==> config.mk <==
export PLATFORM = sky130hd
export DESIGN_NAME = tsw_top
export DESIGN_NICKNAME = d
export VERILOG_FILES = /design/src/hw/tsw_pkg.sv /design/src/hw/tsw_chan.sv /design/src/hw/tsw_top.sv
export VERILOG_INCLUDE_DIRS = /design/src /design/src/hw
export SDC_FILE = /design/constraint.sdc
export NUM_CORES = 1
export LEC_CHECK = 0
export BUFFER_PORTS_ARGS = -buffer_cell sky130_fd_sc_hd__buf_2
export CAP_MARGIN = 0
export CELL_PAD_IN_SITES_DETAIL_PLACEMENT = 0
export CELL_PAD_IN_SITES_GLOBAL_PLACEMENT = 1
export CORE_MARGIN = 5
export CORE_UTILIZATION = 47
export DETAILED_ROUTE_END_ITERATION = 10
export PLACE_DENSITY_LB_ADDON = 0.1
export SLEW_MARGIN = 20
export SYNTH_ARGS = -nofsm -noshare
export SYNTH_HDL_FRONTEND = slang
export SYNTH_HIERARCHICAL = 1
export SYNTH_SLANG_ARGS = --single-unit
==> constraint.sdc <==
create_clock -name core_clk -period 3.9 [get_ports core_clk]
set_clock_uncertainty 0.15 [all_clocks]
set_input_delay 0.585 -clock core_clk [delete_from_list [all_inputs] [get_ports core_clk]]
set_output_delay 0.585 -clock core_clk [all_outputs]
set_load 0.01 [all_outputs]
==> src/hw/tsw_map.svh <==
`ifndef TSW_MAP_SVH
`define TSW_MAP_SVH

// Byte offsets on the register port
`define TSW_OFF_CHAN0_CTRL 8'h00
`define TSW_OFF_CHAN1_CTRL 8'h04
`define TSW_OFF_CHAN0_INIT 8'h08
`define TSW_OFF_CHAN1_INIT 8'h0c
`define TSW_OFF_CHAN0_COUNT 8'h10
`define TSW_OFF_CHAN1_COUNT 8'h14
`define TSW_OFF_FLAGS 8'h18
`define TSW_OFF_WD_CTRL 8'h1c

// Channel control fields
`define TSW_BIT_COUNT_ENABLE 0
`define TSW_BIT_INT_ENABLE 1

// Zero-count flag fields
`define TSW_BIT_CHAN0_FLAG 0
`define TSW_BIT_CHAN1_FLAG 1

// Watchdog control fields
`define TSW_BIT_WD_TEST_MODE 8
`define TSW_BIT_DEBUG_HOLD 9
`define TSW_BIT_WD_DIV_SELECT 10

// Reset values
`define TSW_RST_COUNT 32'h0000_0000
`define TSW_RST_FLAGS 2'h0
`define TSW_RST_WD_CTRL 32'h0000_0400

// Watchdog clock divider and counter shape
`define TSW_WD_DIV 256
`define TSW_WD_DIV_W 8
`define TSW_WD_CNT_W 20
`define TSW_WD_HALF_W 10

`endif

==> src/hw/tsw_pkg.sv <==
package tsw_pkg;
    typedef logic [31:0] tsw_word_t;
    typedef logic [7:0] tsw_addr_t;
    typedef enum logic {
        TSW_WD_NORMAL,
        TSW_WD_SPLIT
    } tsw_wd_mode_t;
endpackage

==> src/hw/tsw_chan.sv <==
`timescale 1ns/1ps
`include "tsw_map.svh"

module tsw_chan #(
    parameter int CNT_W = 32
) (
    input wire logic core_clk,
    input wire logic nrst,
    input wire logic count_enable,
    input wire logic load_initial,
    input wire logic [CNT_W-1:0] initial_count,
    output logic [CNT_W-1:0] present_count,
    output logic zero_event
);
    logic [CNT_W-1:0] next_present_count;
    logic next_zero_event;

    always_comb begin
        next_present_count = present_count;
        next_zero_event = 1'b0;
        if (load_initial) begin
            // A new initial count aborts the running count
            next_present_count = initial_count;
        end else if (count_enable) begin
            if (present_count == {{(CNT_W-1){1'b0}}, 1'b1}) begin
                next_present_count = initial_count;
                next_zero_event = 1'b1;
            end else if (present_count == '0) begin
                // Idle count after reset: start from the programmed value
                next_present_count = initial_count;
            end else begin
                next_present_count = present_count - {{(CNT_W-1){1'b0}}, 1'b1};
            end
        end
    end

    always_ff @(posedge core_clk or negedge nrst) begin
        if (!nrst) begin
            present_count <= '0;
            zero_event <= 1'b0;
        end else begin
            present_count <= next_present_count;
            zero_event <= next_zero_event;
        end
    end
endmodule

==> src/hw/tsw_top.sv <==
// Notes on behaviour
// - Each channel count readable, 32-bit, resets zero
// - Channel-1 reaching zero sets flag bit 1
// - Channel-0 reaching zero sets flag bit 0
// - Writing one clears a zero-count flag
// - Flag raised only with interrupt enable set
// - Select bit 10 picks undivided or /256 clock
// - Watchdog clocked from crystal input
// - Test mode forces undivided watchdog clock
// - Debug acknowledge freezes watchdog unless overridden
// - Watchdog uses a 20-bit counter
// - Test mode splits counter into two 10-bit halves
// - Test mode half overflow raises watchdog interrupt
// - Count enable stops or starts counting
// - Counter reloads initial count at zero
`timescale 1ns/1ps
`include "tsw_map.svh"

module tsw_top #(
    parameter int CHANNELS = 2,
    parameter int CNT_W = 32
) (
    input wire logic core_clk,
    input wire logic nrst,
    input wire logic [7:0] reg_addr,
    input wire logic [31:0] reg_wdata,
    input wire logic reg_wr,
    input wire logic reg_rd,
    output logic [31:0] reg_rdata,
    input wire logic xtal_in,
    input wire logic debug_acknowledge_in,
    output logic [1:0] chan_irq,
    output logic wd_irq,
    output logic [19:0] wd_count
);
    // Channel control and initial count registers
    logic [CHANNELS-1:0] count_enable;
    logic [CHANNELS-1:0] int_enable;
    logic [CHANNELS-1:0] load_initial;
    logic [CNT_W-1:0] initial_count [CHANNELS];
    logic [CNT_W-1:0] present_count [CHANNELS];
    logic [CHANNELS-1:0] zero_event;
    logic [CHANNELS-1:0] next_count_enable;
    logic [CHANNELS-1:0] next_int_enable;
    logic [CHANNELS-1:0] next_load_initial;
    logic [CNT_W-1:0] next_initial_count [CHANNELS];

    // Flags and watchdog control
    logic [1:0] zero_count_flags;
    logic [1:0] next_zero_count_flags;
    logic wd_div_select;
    logic debug_hold_override;
    logic wd_test_mode;
    logic next_wd_div_select;
    logic next_debug_hold_override;
    logic next_wd_test_mode;

    // Read path
    logic [31:0] next_reg_rdata;

    // Pin synchronisers and watchdog counting
    logic xtal_meta;
    logic xtal_sync;
    logic xtal_prev;
    logic dbg_meta;
    logic dbg_sync;
    logic [`TSW_WD_DIV_W-1:0] wd_prescale;
    logic [`TSW_WD_DIV_W-1:0] next_wd_prescale;
    logic [`TSW_WD_CNT_W-1:0] next_wd_count;
    logic next_wd_irq;
    logic xtal_edge;
    logic wd_freeze;
    logic wd_advance;
    tsw_pkg::tsw_wd_mode_t wd_mode;

    function automatic logic is_addr(input tsw_pkg::tsw_addr_t a, input tsw_pkg::tsw_addr_t b);
        is_addr = (a == b);
    endfunction

    // Register writes
    always_comb begin
        next_count_enable = count_enable;
        next_int_enable = int_enable;
        next_load_initial = '0;
        next_wd_div_select = wd_div_select;
        next_debug_hold_override = debug_hold_override;
        next_wd_test_mode = wd_test_mode;
        for (int i = 0; i < CHANNELS; i++) begin
            next_initial_count[i] = initial_count[i];
        end
        if (reg_wr) begin
            for (int i = 0; i < CHANNELS; i++) begin
                if (is_addr(reg_addr, `TSW_OFF_CHAN0_CTRL + 8'(4 * i))) begin
                    next_count_enable[i] = reg_wdata[`TSW_BIT_COUNT_ENABLE];
                    next_int_enable[i] = reg_wdata[`TSW_BIT_INT_ENABLE];
                end
                if (is_addr(reg_addr, `TSW_OFF_CHAN0_INIT + 8'(4 * i))) begin
                    next_initial_count[i] = reg_wdata[CNT_W-1:0];
                    next_load_initial[i] = 1'b1;
                end
            end
            if (is_addr(reg_addr, `TSW_OFF_WD_CTRL)) begin
                next_wd_div_select = reg_wdata[`TSW_BIT_WD_DIV_SELECT];
                next_debug_hold_override = reg_wdata[`TSW_BIT_DEBUG_HOLD];
                next_wd_test_mode = reg_wdata[`TSW_BIT_WD_TEST_MODE];
            end
        end
    end

    always_ff @(posedge core_clk or negedge nrst) begin
        if (!nrst) begin
            count_enable <= '0;
            int_enable <= '0;
            load_initial <= '0;
            for (int i = 0; i < CHANNELS; i++) begin
                initial_count[i] <= '0;
            end
            wd_div_select <= 1'(`TSW_RST_WD_CTRL >> `TSW_BIT_WD_DIV_SELECT);
            debug_hold_override <= 1'b0;
            wd_test_mode <= 1'b0;
        end else begin
            count_enable <= next_count_enable;
            int_enable <= next_int_enable;
            load_initial <= next_load_initial;
            for (int i = 0; i < CHANNELS; i++) begin
                initial_count[i] <= next_initial_count[i];
            end
            wd_div_select <= next_wd_div_select;
            debug_hold_override <= next_debug_hold_override;
            wd_test_mode <= next_wd_test_mode;
        end
    end

    // One counter per channel
    genvar g;
    generate
        for (g = 0; g < CHANNELS; g++) begin : g_chan
            tsw_chan #(
                .CNT_W(CNT_W)
            ) u_chan (
                .core_clk(core_clk),
                .nrst(nrst),
                .count_enable(count_enable[g]),
                .load_initial(load_initial[g]),
                .initial_count(initial_count[g]),
                .present_count(present_count[g]),
                .zero_event(zero_event[g])
            );
        end
    endgenerate

    // Zero-count flags; a set in the clearing cycle wins
    always_comb begin
        next_zero_count_flags = zero_count_flags;
        if (reg_wr && is_addr(reg_addr, `TSW_OFF_FLAGS)) begin
            next_zero_count_flags = zero_count_flags & ~reg_wdata[1:0];
        end
        if (zero_event[0] && int_enable[0]) begin
            next_zero_count_flags[`TSW_BIT_CHAN0_FLAG] = 1'b1;
        end
        if (zero_event[1] && int_enable[1]) begin
            next_zero_count_flags[`TSW_BIT_CHAN1_FLAG] = 1'b1;
        end
    end

    always_ff @(posedge core_clk or negedge nrst) begin
        if (!nrst) begin
            zero_count_flags <= `TSW_RST_FLAGS;
        end else begin
            zero_count_flags <= next_zero_count_flags;
        end
    end

    assign chan_irq = zero_count_flags;

    // Read data, one cycle after the strobe; counts are only exact while stopped
    always_comb begin
        next_reg_rdata = 32'h0000_0000;
        if (reg_rd) begin
            case (reg_addr)
                `TSW_OFF_CHAN0_CTRL: next_reg_rdata = {30'h0, int_enable[0], count_enable[0]};
                `TSW_OFF_CHAN1_CTRL: next_reg_rdata = {30'h0, int_enable[1], count_enable[1]};
                `TSW_OFF_CHAN0_INIT: next_reg_rdata = initial_count[0];
                `TSW_OFF_CHAN1_INIT: next_reg_rdata = initial_count[1];
                `TSW_OFF_CHAN0_COUNT: next_reg_rdata = present_count[0];
                `TSW_OFF_CHAN1_COUNT: next_reg_rdata = present_count[1];
                `TSW_OFF_FLAGS: next_reg_rdata = {30'h0, zero_count_flags};
                `TSW_OFF_WD_CTRL: next_reg_rdata = {21'h0, wd_div_select,
                    debug_hold_override, wd_test_mode, 8'h00};
                default: next_reg_rdata = 32'h0000_0000;
            endcase
        end
    end

    always_ff @(posedge core_clk or negedge nrst) begin
        if (!nrst) begin
            reg_rdata <= 32'h0000_0000;
        end else begin
            reg_rdata <= next_reg_rdata;
        end
    end

    // Crystal and debug pins cross in through two flops
    always_ff @(posedge core_clk or negedge nrst) begin
        if (!nrst) begin
            xtal_meta <= 1'b0;
            xtal_sync <= 1'b0;
            xtal_prev <= 1'b0;
            dbg_meta <= 1'b0;
            dbg_sync <= 1'b0;
        end else begin
            xtal_meta <= xtal_in;
            xtal_sync <= xtal_meta;
            xtal_prev <= xtal_sync;
            dbg_meta <= debug_acknowledge_in;
            dbg_sync <= dbg_meta;
        end
    end

    // Crystal must be below half of core_clk for edges to be seen
    assign xtal_edge = xtal_sync & ~xtal_prev;
    assign wd_freeze = dbg_sync & ~debug_hold_override;
    assign wd_mode = wd_test_mode ? tsw_pkg::TSW_WD_SPLIT : tsw_pkg::TSW_WD_NORMAL;

    // Watchdog prescaler and 20-bit counter
    always_comb begin
        next_wd_prescale = wd_prescale;
        wd_advance = 1'b0;
        if (xtal_edge && !wd_freeze) begin
            next_wd_prescale = wd_prescale + `TSW_WD_DIV_W'(1);
            if (!wd_div_select || wd_mode == tsw_pkg::TSW_WD_SPLIT) begin
                wd_advance = 1'b1;
            end else begin
                wd_advance = (wd_prescale == `TSW_WD_DIV_W'(`TSW_WD_DIV - 1));
            end
        end
    end

    always_comb begin
        next_wd_count = wd_count;
        next_wd_irq = 1'b0;
        if (wd_advance) begin
            case (wd_mode)
                tsw_pkg::TSW_WD_SPLIT: begin
                    // Halves run apart, carry does not ripple
                    next_wd_count[9:0] = wd_count[9:0] + 10'h001;
                    next_wd_count[19:10] = wd_count[19:10] + 10'h001;
                    next_wd_irq = (&wd_count[9:0]) | (&wd_count[19:10]);
                end
                tsw_pkg::TSW_WD_NORMAL: begin
                    next_wd_count = wd_count + 20'h00001;
                    next_wd_irq = &wd_count;
                end
                default: begin
                    next_wd_count = wd_count;
                end
            endcase
        end
    end

    always_ff @(posedge core_clk or negedge nrst) begin
        if (!nrst) begin
            wd_prescale <= '0;
            wd_count <= '0;
            wd_irq <= 1'b0;
        end else begin
            wd_prescale <= next_wd_prescale;
            wd_count <= next_wd_count;
            wd_irq <= next_wd_irq;
        end
    end

    // Checks
    a_count_read_data: assert property (@(posedge core_clk) disable iff (!nrst)
        reg_rd && reg_addr == `TSW_OFF_CHAN0_COUNT |=> reg_rdata == $past(present_count[0]))
        else $error("channel 0 count read mismatch");

    a_flag1_set: assert property (@(posedge core_clk) disable iff (!nrst)
        zero_event[1] && int_enable[1] |=> zero_count_flags[1])
        else $error("channel 1 flag not set");

    a_flag0_set: assert property (@(posedge core_clk) disable iff (!nrst)
        zero_event[0] && int_enable[0] |=> zero_count_flags[0])
        else $error("channel 0 flag not set");

    a_flag_w1c: assert property (@(posedge core_clk) disable iff (!nrst)
        reg_wr && reg_addr == `TSW_OFF_FLAGS && reg_wdata[0] && !zero_event[0]
        |=> !zero_count_flags[0])
        else $error("flag 0 not cleared by one");

    a_flag_needs_ie: assert property (@(posedge core_clk) disable iff (!nrst)
        $rose(zero_count_flags[1]) |-> $past(zero_event[1] && int_enable[1]))
        else $error("flag 1 rose without enable");

    a_flag_zero_keep: assert property (@(posedge core_clk) disable iff (!nrst)
        reg_wr && reg_addr == `TSW_OFF_FLAGS && !reg_wdata[0] && zero_count_flags[0]
        |=> zero_count_flags[0])
        else $error("flag 0 lost on zero write");

    a_chan_stopped: assert property (@(posedge core_clk) disable iff (!nrst)
        !count_enable[0] && !load_initial[0] |=> $stable(present_count[0]))
        else $error("channel 0 moved while stopped");

    a_chan_reload: assert property (@(posedge core_clk) disable iff (!nrst)
        count_enable[0] && !load_initial[0] && present_count[0] == 32'h0000_0001
        |=> zero_event[0] && present_count[0] == $past(initial_count[0]))
        else $error("channel 0 reload missing");

    a_wd_div_hold: assert property (@(posedge core_clk) disable iff (!nrst)
        xtal_edge && wd_div_select && !wd_test_mode && wd_prescale != 8'hff
        |=> $stable(wd_count))
        else $error("divided watchdog advanced early");

    a_wd_test_clk: assert property (@(posedge core_clk) disable iff (!nrst)
        xtal_edge && wd_test_mode && !wd_freeze |=> wd_count != $past(wd_count))
        else $error("test mode watchdog not undivided");

    a_wd_freeze: assert property (@(posedge core_clk) disable iff (!nrst)
        dbg_sync && !debug_hold_override |=> $stable(wd_count))
        else $error("watchdog ran during debug");

    a_wd_split_ovf: assert property (@(posedge core_clk) disable iff (!nrst)
        wd_advance && wd_test_mode && wd_count[9:0] == 10'h3ff
        |=> wd_irq && wd_count[9:0] == 10'h000
            && wd_count[19:10] == $past(wd_count[19:10]) + 10'h001)
        else $error("split watchdog overflow wrong");
endmodule

==> flow_metrics.py <==
metrics = {
    "clock_tree": {
        "cts_buffers": 24,
        "cts_buffer_depth": 3,
        "root_buffer": "clkbuf_16",
        "cts.reportedPaths.clkPinSlew_ns": 0.06,
        "tritoncts": "done",
        "htreeDepth": 1,
        "clk_latency_ns": 0.52,
        "cts_setup_buffers": 0,
        "cts.sink_count": 207,
    },
    "critical_path": {
        "worstReg2RegStart": "g_chan[0].u_chan/present_count[6]",
        "cp-endpoint": "g_chan[0].u_chan/present_count[29]",
        "path_cells": "or4_4 > nor4b_1 > nand4b_1 > nor3_1 > or4b_1 > nand3_1",
        "cp_num_cells": 6,
        "rrSetupSlack_ns": 0.44,
        "timing.critical_path.from": "g_chan[0].u_chan/present_count[6]",
        "worstPathRequired_ns": 4.20,
        "crit_buf_inv": 0,
        "r2r-end": "g_chan[0].u_chan/present_count[29]",
        "critPathMaxFanout": 12,
        "path_class": "flop to flop",
        "crit_path_end_kind": "flop",
        "worstPathArrival_ns": 3.77,
        "critPathTopFamily": "simple AND/OR/NAND/NOR gates",
        "rr_worst_depth": 6,
        "cp_slowest_cell": "nor4b_1",
        "crit_path_start_kind": "flop",
        "slowest_delay_ns": 0.94,
    },
    "synth": {
        "yosysTopAreaCell": "dfrtp_1",
        "synth_ff_type": "dfrtp_1",
        "synthArstFlopShare_pct": 100,
        "synth_fp_nets": 1087,
        "yosysSeqAreaShare_pct": 48.1,
        "yosysUniqueCellTypes": 74,
        "postSynthCellCount": 1034,
        "synth-seq-cells": 207,
        "yosysWarnings": 6,
        "synth_edf_count": 0,
        "synth_area_leaders": "dfrtp_1, mux2_2, mux2_4",
        "syn-cell-area_mm2": 0.0108,
        "avgSynthCellArea_um2": 10.4,
        "netlist.area_leader.share_pct": 47.9,
    },
    "finish": {
        "multi_input_area_mm2": 0.00521,
        "register_area_mm2": 0.00518,
        "final_core_util_pct": 54.9,
        "nFillCells": 2042,
        "drive_above_1_share_pct": 23.3,
        "fin_nets": 1173,
        "antenna_cells": 0,
        "synthToLayoutAreaGrowth_pct": 15.2,
    },
    "timing": {
        "rsz0062_at_grt": "false",
        "fin_setup_tns_ns": 0,
        "min_period_over_period_pct": 88.8,
        "slew_headroom_pct": 26.2,
        "fmax_mhz": 289,
        "slew_viol_final": 0,
        "setup_viol": 0,
        "finalHoldViolations": 0,
        "worst-slew-pin-transition_ns": 1.11,
        "fin_crit_ns": 3.46,
    },
    "grt": {
        "grt_pass1_wl_um": 53000,
        "antenna_found_initial": 0,
        "grt_overflow_total": 0,
        "grt_start_max_net_pins": 99,
        "grt_usage_pct": 25.7,
        "grt_pass1_vias": 8898,
    },
    "power": {
        "power.leakage_nw": 5.69,
        "power.total_mw": 5.86,
        "pwr-share-clk_pct": 41.3,
        "p_seq_share_pct": 45.6,
        "sw_frac_of_total_pct": 28.9,
        "max-vdd-ir-drop_mv": 0.303,
        "power_density_mw_per_mm2": 473,
        "p_sw_mw": 1.69,
        "p_comb_share_pct": 13.1,
        "power.internal_mw": 4.17,
    },
    "drt": {
        "drt_iter0_drc": 837,
        "vias_per_cell": 6.31,
        "vias": 8966,
        "first_pass_iters": 8,
        "ant_nets": 0,
        "wire_per_inst_um": 23.8,
        "drc": 0,
        "routed_wl_um": 33800,
    },
    "die": {
        "die_h_um": 161,
        "die_area_mm2": 0.0260,
        "die_x_um": 161,
        "io_pins": 101,
        "coreArea_mm2": 0.0226,
        "num_rows": 55,
        "initial_utilization_pct": 47.7,
    },
    "placed_design": {
        "gp_congestion": 0.938,
        "portBuffers": 100,
        "dpl.hpwl_um": 24100,
    },
    "run_status": {
        "status": "completed",
    },
    "job": {
        "maxCapViolCount": 0,
    },
    "worst_hold_path": {
        "hold_class": "primary input to flop",
    },
}
-- synth_stat cells, types with 5 or more instances --
cell,number
and3_1,14
clkbuf_1,33
nor4_1,34
mux2i_1,7
nor3_1,32
o211ai_1,6
nand2b_1,5
mux2_4,29
nor2_1,78
a21oi_1,44
xnor2_1,18
nand4_1,23
o22ai_1,6
buf_4,7
or4_1,14
o311ai_0,6
o21a_1,7
a22o_1,37
a221o_1,6
a22oi_1,14
mux2_2,44
or3_1,8
o21ai_0,35
a31oi_1,16
nand2_1,84
and2_1,23
buf_6,6
buf_2,19
a221oi_1,18
nand3_1,43
ha_1,7
inv_1,12
xor2_1,7
dfrtp_1,206
-- area by class of cell --
type                       count  area share, %
multi-input combinational    750           42.0
sequential                   207           41.8
timing repair buffer         125           6.05
clock buffer                  31           5.55
tap                          285           2.88
clock inverter                12           1.35
inverter                      12          0.363
-- how the worst min path moves through the flow --
stage | slack, ns | cells past startpoint | endpoint | from
after floorplan | 0.14 | 0 | chan_irq[0] | nrst
after global placement | 0.19 | 0 | xtal_sync | xtal_meta
after detailed placement | 0.19 | 0 | dbg_sync | dbg_meta
after CTS | 0.006 | 1 | dbg_meta | debug_acknowledge_in
after global routing | 0.006 | 1 | dbg_meta | debug_acknowledge_in
final | 0.03 | 1 | xtal_meta | xtal_in
-- cell families (layout without fill, tap and decap cells) --
kind of cell    count (synthesis)  in the layout  synth area share, %
flops                         207            207                 48.1
compound gates                234            234                 15.5
buf+inv                        77            180                 3.57
mux                            81             81                 9.51
fa+ha+maj                       7              7                0.814
simple gates                  403            403                 20.4
xor+xnor                       25             25                 2.03
-- registers in the layout, summed over array words and instances (netlist names), 2 cells and up --
name / cells
int_enable: 2
g_chan.u_chan/zero_event: 2
chan_irq: 2
load_initial: 2
count_enable: 2
initial_count: 64
wd_count: 20
reg_rdata: 32
wd_prescale: 8
g_chan.u_chan/present_count: 64
-- power by group through the flow --
| stage | combinational (mW) | sequential, mW | clock (mW) |
|---|---|---|---|
| 6_report | 0.769 | 2.67 | 2.42 |
| 2_1_floorplan | 0.537 | 2.58 | 0 |
| 4_1_cts | 0.769 | 2.67 | 2.47 |
| 5_1_grt | 0.868 | 2.70 | 2.56 |
| 3_3_place_gp | 0.752 | 2.70 | 0 |
| 3_5_place_dp | 0.763 | 2.70 | 0 |
-- repair_timing --
| item | 4_1_cts | 5_1_grt |
|---|---|---|
| resized for setup | 0 | 0 |
| endpoints found under the hold margin | 16 | 0 |
| hold buffers | 1 | 0 |
-- metrics by stage --
step           hold WS [ns]  cells  setup WS [ns]  instance area [µm²]
2_1_floorplan         0.139   1034           1.13                10800
3_3_place_gp          0.186   1378          0.562                11500
3_5_place_dp          0.186   1378          0.531                11500
4_1_cts             0.00607   1422          0.526                12400
5_1_grt             0.00641   1422          0.241                12400
6_report             0.0260   1422          0.439                12400
-- placed cells by master (no fill, tap or decap), types with 8 or more instances in the layout --
| master | n |
|---|---|
| dfrtp_1 | 206 |
| mux2_2 | 44 |
| buf_2 | 99 |
| and2_1 | 23 |
| and3_1 | 14 |
| xnor2_1 | 18 |
| a31oi_1 | 16 |
| a22oi_1 | 14 |
| o21ai_0 | 35 |
| nor3_1 | 31 |
| nand2_1 | 84 |
| nor2_1 | 78 |
| or3_1 | 8 |
| inv_1 | 12 |
| buf_4 | 20 |
| a221oi_1 | 18 |
| nor4_1 | 34 |
| a22o_1 | 37 |
| or4_1 | 14 |
| mux2_4 | 29 |
| clkbuf_16 | 25 |
| a21oi_1 | 44 |
| nand3_1 | 43 |
| nand4_1 | 23 |
-- metal layers --
layer	GRT usage [%]	part of all wire (%)
met5	0	0
met4	10.6	4.4
met3	4.34	6.7
met2	38.3	43
met1	37.4	46
Note: power is estimated with default switching activity, not from simulation.
